### src/design/emb_pkg.sv
package emb_pkg;
  // ==========================================
  // Bus range select codes
  localparam logic [1:0] RANGE_EXT17 = 2'h0;
  localparam logic [1:0] RANGE_EXT16 = 2'h1;
  localparam logic [1:0] RANGE_LOW16_A = 2'h2;
  localparam logic [1:0] RANGE_LOW16_B = 2'h3;
  localparam int RANGE_POS = 1;
  // Page bit kept clear of the range field so both can be chosen freely
  localparam int PAGE_POS = 0;
  localparam logic [7:0] CFG_RESET = 8'hff;
  // ==========================================
  // Bus cycle timing, in clock cycles
  localparam logic [2:0] ALE_CYCLES = 3'h1;
  localparam logic [2:0] ADDR_CYCLES = 3'h2;
  localparam logic [2:0] DATA_CYCLES = 3'h3;
  localparam logic [17:0] ONCHIP_TOP_RESET = 18'h03fff;
  localparam logic [7:0] PORT_RESET = 8'hff;
  typedef enum logic [1:0] {EMB_IDLE, EMB_ALE, EMB_ADDR, EMB_DATA} emb_state_t;
endpackage : emb_pkg

### src/design/emb_sync.sv
`timescale 1ns/1ps
`default_nettype none
// ==========================================
// Two-stage synchroniser for pin inputs
module emb_sync #(parameter int WIDTH = 1) (
  input wire logic i_clock,
  input wire logic [WIDTH-1:0] i_async,
  output logic [WIDTH-1:0] o_sync
);
  logic [WIDTH-1:0] meta_r;
  // No reset: a strap sampled at release must already have crossed both stages
  // First stage only feeds second stage
  always_ff @(posedge i_clock) begin
    meta_r <= i_async;
    o_sync <= meta_r;
  end
endmodule : emb_sync
`default_nettype wire

### src/design/emb_bus.sv
`timescale 1ns/1ps
`default_nettype none
// Summary of operation
// - A17 on port 1 pin in 18-bit extended range only
// - A16 shares read strobe pin per range
// - Non-page: port 2 carries upper address
// - Non-page: port 0 muxes low address/data
// - ALE pulses at cycle start, address valid
// - Access input low: all code off-chip
// - Access input high: on-chip within range
// - Access input latched at reset only
// - Page mode: data rides on port 2
// - Port 0 open drain between cycles, no pullups
// - Strobes on every bus cycle, in all ranges
module emb_bus (
  input wire logic i_clock,
  input wire logic i_reset_n,
  input wire logic [7:0] i_first_config_byte,
  input wire logic [17:0] i_onchip_top,
  input wire logic i_external_access_select,
  input wire logic i_req,
  input wire logic i_req_code,
  input wire logic i_req_write,
  input wire logic [17:0] i_req_addr,
  input wire logic [7:0] i_req_wdata,
  output logic o_req_ready,
  output logic o_done,
  output logic o_onchip,
  output logic [7:0] o_rdata,
  input wire logic [7:0] i_gp0_out,
  input wire logic [7:0] i_gp2_out,
  input wire logic i_gp17_out,
  input wire logic i_gp37_out,
  input wire logic i_gp36_out,
  output logic [7:0] o_gp0_in,
  output logic [7:0] o_gp2_in,
  input wire logic [7:0] i_low_byte_port,
  output logic [7:0] o_low_byte_port,
  output logic [7:0] o_low_byte_port_oe,
  input wire logic [7:0] i_high_byte_port,
  output logic [7:0] o_high_byte_port,
  output logic [7:0] o_high_byte_port_oe,
  output logic o_address_bit_seventeen,
  output logic o_address_bit_sixteen,
  output logic o_write_strobe_n,
  output logic o_ale,
  output logic o_program_store_strobe_n
);
  // ==========================================
  // State
  typedef struct packed {
    emb_pkg::emb_state_t st;
    logic [2:0] cnt;
    logic ea;
    logic ea_taken;
    logic code;
    logic write;
    logic [17:0] addr;
    logic [7:0] wdata;
    logic [7:0] rdata;
    logic done;
  } emb_reg_t;
  emb_reg_t s_r;
  emb_reg_t s_nxt;
  logic [7:0] p0_s;
  logic [7:0] p2_s;
  logic ea_s;
  logic [1:0] range;
  logic page;
  logic ext17;
  logic ext16;
  logic go_onchip;

  // ==========================================
  // Down-counters of the address and data phases both end on the same tick
  function automatic logic last_tick(input logic [2:0] cnt);
    return cnt == 3'h1;
  endfunction : last_tick

  // ==========================================
  // Pin synchronisers
  // They run through reset, so the strap is settled in both stages at release
  emb_sync #(.WIDTH(17)) u_sync (
    .i_clock(i_clock),
    .i_async({i_external_access_select, i_high_byte_port, i_low_byte_port}),
    .o_sync({ea_s, p2_s, p0_s})
  );

  // ==========================================
  // Configuration decode
  // Page mode moves the data byte from port 0 over to port 2
  assign range = i_first_config_byte[emb_pkg::RANGE_POS +: 2];
  assign page = ~i_first_config_byte[emb_pkg::PAGE_POS];
  // Both extended ranges claim the read pin for address bit 16
  assign ext17 = (range == emb_pkg::RANGE_EXT17);
  assign ext16 = ext17 || (range == emb_pkg::RANGE_EXT16);
  // Code fetch goes on-chip only when strap high and in range
  assign go_onchip = i_req_code && s_r.ea && (i_req_addr <= i_onchip_top);
  // Ready waits for the strap, so no fetch is steered before its source is known
  assign o_req_ready = (s_r.st == emb_pkg::EMB_IDLE) && s_r.ea_taken;
  assign o_done = s_r.done;
  assign o_rdata = s_r.rdata;
  // On-chip code fetches are answered here and never start a bus cycle
  assign o_onchip = o_req_ready && i_req && go_onchip;
  assign o_gp0_in = p0_s;
  assign o_gp2_in = p2_s;

  // ==========================================
  // Bus cycle sequencer
  always_comb begin
    s_nxt = s_r;
    s_nxt.done = 1'b0;
    // Strap captured once on the first cycle after reset release
    // Later changes on the strap pin are ignored until the next reset
    if (!s_r.ea_taken) begin
      s_nxt.ea = ea_s;
      s_nxt.ea_taken = 1'b1;
    end
    unique case (s_r.st)
      emb_pkg::EMB_IDLE: begin
        // A refused or on-chip request leaves the state untouched
        if (o_req_ready && i_req && !go_onchip) begin
          s_nxt.st = emb_pkg::EMB_ALE;
          s_nxt.cnt = emb_pkg::ALE_CYCLES;
          s_nxt.code = i_req_code;
          // Code fetches are never writes
          s_nxt.write = i_req_write && !i_req_code;
          s_nxt.addr = i_req_addr;
          s_nxt.wdata = i_req_wdata;
        end
      end
      emb_pkg::EMB_ALE: begin
        // The address stays on the pins from this tick to the data phase
        s_nxt.st = emb_pkg::EMB_ADDR;
        s_nxt.cnt = emb_pkg::ADDR_CYCLES;
      end
      emb_pkg::EMB_ADDR: begin
        s_nxt.cnt = s_r.cnt - 3'h1;
        if (last_tick(s_r.cnt)) begin
          s_nxt.st = emb_pkg::EMB_DATA;
          s_nxt.cnt = emb_pkg::DATA_CYCLES;
        end
      end
      emb_pkg::EMB_DATA: begin
        s_nxt.cnt = s_r.cnt - 3'h1;
        if (last_tick(s_r.cnt)) begin
          // Sample read data on the last strobe cycle
          // The pin path is two flops late, so the memory must answer early in the phase
          s_nxt.rdata = page ? p2_s : p0_s;
          s_nxt.st = emb_pkg::EMB_IDLE;
          s_nxt.done = 1'b1;
        end
      end
    endcase
  end

  // Synchronous reset parks the sequencer idle with the strap not yet taken
  always_ff @(posedge i_clock) begin
    if (!i_reset_n) begin
      s_r <= '0;
    end else begin
      s_r <= s_nxt;
    end
  end

  // ==========================================
  // Pin multiplexing
  always_comb begin
    logic busy;
    logic in_data;
    logic strobe;
    busy = 1'b0;
    in_data = 1'b0;
    strobe = 1'b0;
    // Busy, data phase and strobe are decoded from registered state only
    busy = (s_r.st != emb_pkg::EMB_IDLE);
    in_data = (s_r.st == emb_pkg::EMB_DATA);
    strobe = in_data && !s_r.write;
    // Port 0 open drain: only low bits are driven, never high
    o_low_byte_port = 8'h00;
    o_low_byte_port_oe = ~i_gp0_out;
    o_high_byte_port = i_gp2_out;
    o_high_byte_port_oe = 8'hff;
    if (busy) begin
      // Bus cycles drive port 0 push-pull like address/data
      if (page) begin
        o_low_byte_port = s_r.addr[7:0];
        o_low_byte_port_oe = 8'hff;
        // Port 2 turns around for data; port 0 keeps the low address all cycle
        o_high_byte_port = in_data ? s_r.wdata : s_r.addr[15:8];
        o_high_byte_port_oe = (in_data && !s_r.write) ? 8'h00 : 8'hff;
      end else begin
        o_low_byte_port = in_data ? s_r.wdata : s_r.addr[7:0];
        o_low_byte_port_oe = (in_data && !s_r.write) ? 8'h00 : 8'hff;
        o_high_byte_port = s_r.addr[15:8];
      end
    end
    // ALE high only in the first state, address already placed
    o_ale = (s_r.st == emb_pkg::EMB_ALE);
    o_program_store_strobe_n = ~(strobe && s_r.code);
    // The write strobe pin is claimed for every bus cycle; between cycles it is
    // a port bit unless an extended range reserves it
    if (ext16 || busy) begin
      o_write_strobe_n = ~(in_data && s_r.write);
    end else begin
      o_write_strobe_n = i_gp36_out;
    end
    // In extended mode the read pin carries A16, read strobe moves to the store strobe
    if (ext16) begin
      o_address_bit_sixteen = busy ? s_r.addr[16] : 1'b1;
      o_program_store_strobe_n = ~strobe;
    end else begin
      o_address_bit_sixteen = strobe && !s_r.code ? 1'b0 : i_gp37_out;
    end
    // Address bit 17 only in the widest range; the pin parks high between cycles
    if (ext17) begin
      o_address_bit_seventeen = busy ? s_r.addr[17] : 1'b1;
    end else begin
      o_address_bit_seventeen = i_gp17_out;
    end
  end
endmodule : emb_bus
`default_nettype wire

### config.mk
export PLATFORM = sky130hd
export DESIGN_NAME = emb_bus
export DESIGN_NICKNAME = d
export VERILOG_FILES = /design/src/design/emb_pkg.sv /design/src/design/emb_sync.sv /design/src/design/emb_bus.sv
export SDC_FILE = /design/constraint.sdc
export NUM_CORES = 1
export LEC_CHECK = 0
export BUFFER_PORTS_ARGS = -buffer_cell sky130_fd_sc_hd__buf_2
export CORE_ASPECT_RATIO = 1.4
export CORE_MARGIN = 1.5
export CORE_UTILIZATION = 53
export CTS_BUF_LIST = sky130_fd_sc_hd__clkbuf_4 sky130_fd_sc_hd__clkbuf_8
export CTS_CLUSTER_DIAMETER = 100
export CTS_CLUSTER_SIZE = 14
export DETAILED_ROUTE_END_ITERATION = 16
export MAX_ROUTING_LAYER = met4
export PLACE_DENSITY = 0.95
export SYNTH_ARGS = -nofsm -noshare
export SYNTH_HDL_FRONTEND = slang
export SYNTH_SLANG_ARGS = --single-unit
### constraint.sdc
create_clock -name i_clock -period 5.06 [get_ports i_clock]
set_clock_uncertainty 0.15 [all_clocks]
set_input_delay 0.506 -clock i_clock [delete_from_list [all_inputs] [get_ports i_clock]]
set_output_delay 0.506 -clock i_clock [all_outputs]
set_load 0.01 [all_outputs]
-- After elaboration in Yosys (flattened, before gate mapping)
Cells that the tools add are included.
- register bits: 78
- bits in latches: 0
- RAM bits: 0
- bits in read-only memories: 0
- bits of input ports: 93
- output and inout port bits: 64
- memories kept: 0
- add/subtract/negate cells: 1
- multiply operators: 0
- divide/modulo/power cells: 0
- order comparisons: 1
- equality and inequality tests: 8
- shift-type cells: 0
- multiplexer cells: 24
- bitwise logic cells: 4
- reductions and logical operators: 24
- operators with widths (operator ; number):
    $mux 8 ; 12
    $pmux 5 s4 ; 1
    $le 18x18->1 ; 1
    $logic_and 1x1->1 ; 11
    $mux 5 ; 2
    $mux 1 ; 8
    $not 8->8 ; 1
    $reduce_and 2->1 ; 3
    $eq 2x1->1 const B ; 2
    $eq 2x2->1 const B ; 2
    $logic_not 1->1 ; 4
    $logic_not 2->1 ; 2
    $ne 2x2->1 const B ; 2
    $eq 3x1->1 const B ; 1
    $not 1->1 ; 3
    $reduce_and 3->1 ; 1
    $sub 3x1->3 const B ; 1
    $logic_or 1x1->1 ; 2
    $mux 2 ; 1
    $ne 2x1->1 const B ; 1
    $reduce_bool 2->1 ; 1

-- Logic depth before layout (Yosys ltp)
- depth after elaboration: 6
- mapped depth: 9

-- Modules after synthesis
From an unflattened synthesis, not the netlist that was laid out.
- cells, all modules: 417
- area, all modules: 3696.0 µm²
- modules (own cells, without submodules) (module ; instances ; cells an instance ; area each (µm²) ; sequential area each (µm²)):
    emb_bus ; 1 ; 383 ; 3015.4 ; 880.8
    emb_sync ; 1 ; 34 ; 680.7 ; 680.7

-- Worst setup path after synthesis
OpenSTA, ideal clock, no wires.
- kind: in2out
- start: in i_onchip_top[5]
- end: out o_onchip
- arrival time: 1871 ps
- data required time: 4404 ps
- path slack: 2533 ps
- stages: 8
- path buffers: 0
- cell sequence: inv_1 -> ha_1 -> a21oi_1 -> o21ai_0 -> a2111oi_0 -> o21a_1 -> nor2_1 -> nor2_1
- longest elaborated chain between the ends: 3
- ends and longest elaborated chain (element ; RTL line ; source):
    start, declared ; emb_bus.sv:19 ; input wire logic [17:0] i_onchip_top,
    $le 18x18->1 ; emb_bus.sv:98 ; assign go_onchip = i_req_code && s_r.ea && (i_req_addr <= i_onchip_top);
    $logic_and 1x1->1 ; emb_bus.sv:98 ;
    $logic_and 1x1->1 ; emb_bus.sv:104 ; assign o_onchip = o_req_ready && i_req && go_onchip;
    end, declared ; emb_bus.sv:28 ; output logic o_onchip,
No other way between the ends.

-- Final worst setup path
Same ends and word-level chain as after synthesis.

==> impl_metrics.tcl <==
set metrics [dict create \
    outcome "completed" \
    path_buf_inv 3 \
    cts_resized 0 \
    syn_area_sq_um 3700 \
    synth_seq_cells 78 \
    place_ws_ps 2120 \
    synth_xor_area_frac 0 \
    layout_min_cycle_time_ps 2940 \
    syn_area_per_cell_sq_um 8.84 \
    path_clk_slew_ps 90 \
    crit_fanout 3 \
    intPower_w 0.000985 \
    mostFrequentLayoutCell "buf_2" \
    crit_required_ps 4400 \
    yosysTopAreaCell "dfxtp_1" \
    drt_wl_total_mm 9.25 \
    ys.warnings.count 0 \
    postSynthCellCount 419 \
    clockBufferDepth 2 \
    crit_path_max_incr_delay_ps 510 \
    grt_usage 0.255 \
    synthToLayoutAreaGrowth_pct 23.8 \
    seq_power_share 0.483 \
    synth-compound-area-share 0.146 \
    setup-tns-final_ps 0 \
    fmax_mhz 341 \
    grt_max_degree 73 \
    clockRootBuffer "clkbuf_8" \
    synthAdderAreaFrac 0.0675 \
    start_util 0.557 \
    ctsHoldBuffers 0 \
    fill_cells 527 \
    worstSkewPairLatency_ps 350 \
    viasPerCell 5.41 \
    grt_pass1_wl_mm 14.4 \
    clock_sinks 78 \
    grt_setup_unrepaired "no" \
    end_kind "primary output" \
    final-hold-violation-count 0 \
    cap_violations 0 \
    wl_per_cell_microns 14.4 \
    finalPower_w 0.00138 \
    ioPinCount 157 \
    synth_mux_area_frac 0.116 \
    post-route-drc-count 0 \
    power_frac_comb 0.162 \
    setup_viol 0 \
    fin_ws_ps 2120 \
    htree_levels 3 \
    p_leak_nw 2.32 \
    die_w_microns 73.7 \
    nNetsFinal 659 \
    crit_family "compound AO/OA/AOI/OAI gates" \
    die_h_microns 102 \
    yosys-top-cells-area "dfxtp_1, mux2i_1, nand2_1" \
    cp-start-kind "input pin" \
    gp_congestion 0.905 \
    drive_gt1_frac 0.316 \
    die-area_sq_um 7510 \
    peakVddDrop_mv 0.240 \
    swShare 0.285 \
    worstPathArrival_ps 2280 \
    syn_nets 532 \
    cts_setup_buffers 0 \
    antenna_found_initial 0 \
    drt_iter0_drc 196 \
    crit_type "input pin to primary output" \
    drt.antenna.violating_nets 0 \
    synth_largest_type_area_fraction 0.421 \
    ff2ff_setup_slack_ps 2440 \
    relSlewSlack 0.306 \
    power.density_nw_per_um2 300 \
    hp-class "input pin to flip-flop" \
    slowest_stage "a2111oi_0" \
    numCtsBuffers 9 \
    post-dp-hpwl_mm 7.02 \
    slew_viol_final 0 \
    num_vias 3481 \
    cts_tree "yes" \
    io_buffer_count 151 \
    period_share 0.580 \
    grt_pass1_vias 3404 \
    net-switching-power_w 0.000393 \
    yosysSeqAreaShare 0.421 \
    drt-pass1-iter-count 5 \
    path_cells "buf_2, inv_1, ha_1, a21oi_1, o21ai_0, a2111oi_0, o21a_1, nor2_1, nor2_1, buf_2" \
    num_antenna_cells 0 \
    synthSimpleGateAreaFrac 0.153 \
    synth_cell_types 38 \
    worstMarginPinSlew_ps 1040 \
    synth_top_family_by_area "simple AND/OR/NAND/NOR gates" \
    row_count 35 \
    clock_power_share 0.355 \
    mostFrequentLayoutCells "buf_2, dfxtp_1, nand2_1" \
    core_sq_um 6660 \
    gr-total-overflow 0 \
]
==> final timing paths <==
kind / from / cells after the start / end
worst max-delay path: i_onchip_top[5] / 10 / o_onchip
worst min-delay path: i_high_byte_port[2] / 1 / u_sync.meta_r[10]$_DFF_P_
worst max register to register: s_r[42]$_SDFFE_PN0P_ / 7 / s_r[16]$_SDFFE_PN0P_
worst min register to register: u_sync.meta_r[7]$_DFF_P_ / 0 / u_sync.o_sync[7]$_DFF_P_
==> cells in the mapped netlist <==
master and number:
o32ai_1 1, and2_1 4, o21ai_0 23, ha_1 20
buf_4 15, nor2_1 11, nor3_1 1, a2111oi_0 2
o21a_1 4, nand3b_1 1, o31ai_1 1, a21boi_1 1
clkbuf_1 16, nand2_1 75, or4_1 1, o31a_1 1
or2_2 1, and4_1 2, a21boi_0 1, o211a_1 8
a21oi_1 16, nand4_1 3, buf_6 3, a22o_1 8
nand3_1 12, o21ai_1 1, buf_1 4, a211oi_1 10
nor2b_1 11, buf_2 1, nand2b_1 2, mux2i_1 43
o221a_2 1, nor3_4 1, o211ai_1 1, inv_1 34
o22a_1 1, dfxtp_1 78
==> stage by stage <==
stage                     hold WS [ps]   util  instance area, sq um  instances
final                             93.7  0.689                  4590        643
after detailed placement           163  0.658                  4380        627
after global routing              71.4  0.689                  4590        643
after floorplan                    160      -                  3700        419
after global placement             160  0.658                  4380        627
after CTS                         79.1  0.689                  4590        643
==> cell type report <==
type / instances / area (sq um) / area share
clock buffers: 9 / 124 / 0.0270
clock inverters: 7 / 85.1 / 0.0185
repair buffers: 155 / 786 / 0.171
well taps: 92 / 115 / 0.0251
flip-flops and latches: 78 / 1560 / 0.340
multi-input cells: 268 / 1790 / 0.390
inverters: 34 / 128 / 0.0278
==> per-layer routing <==
metal / share of wire / track usage / wire length [microns] / up-vias
met2: 0.52 / 0.458 / 4830 / 169
met3: 0.058 / 0.0513 / 538 / 48
met5: 0 / - / 0 / -
met1: 0.36 / 0.247 / 3370 / 1599
li1: - / - / - / 1665
met4: 0.055 / 0.154 / 509 / 0
==> kinds of logic (layout without fill, tap and decap cells) <==
family                     count (synthesis)  after routing
adders and majority gates                 20             20
muxes                                     43             43
AOI/OAI and AO/OA                         80             80
DFF                                       78             78
and+or+nand+nor                          125            125
buffers and inverters                     73            205
==> power groups by stage <==
stage          Clock, W  Combinational (W)  Sequential (W)
3_5_place_dp          0           0.000222        0.000679
4_1_cts        0.000498           0.000223        0.000665
3_3_place_gp          0           0.000211        0.000677
2_1_floorplan         0           0.000134        0.000676
6_report       0.000489           0.000224        0.000665
5_1_grt        0.000526           0.000249        0.000669
==> sequential cells by signal, summed over array words and instances (netlist names) <==
signal         cells
o_done             1
o_rdata            8
s_r               35
u_sync.meta_r     17
u_sync.o_sync     17
Power figures use the tool's default switching activity.
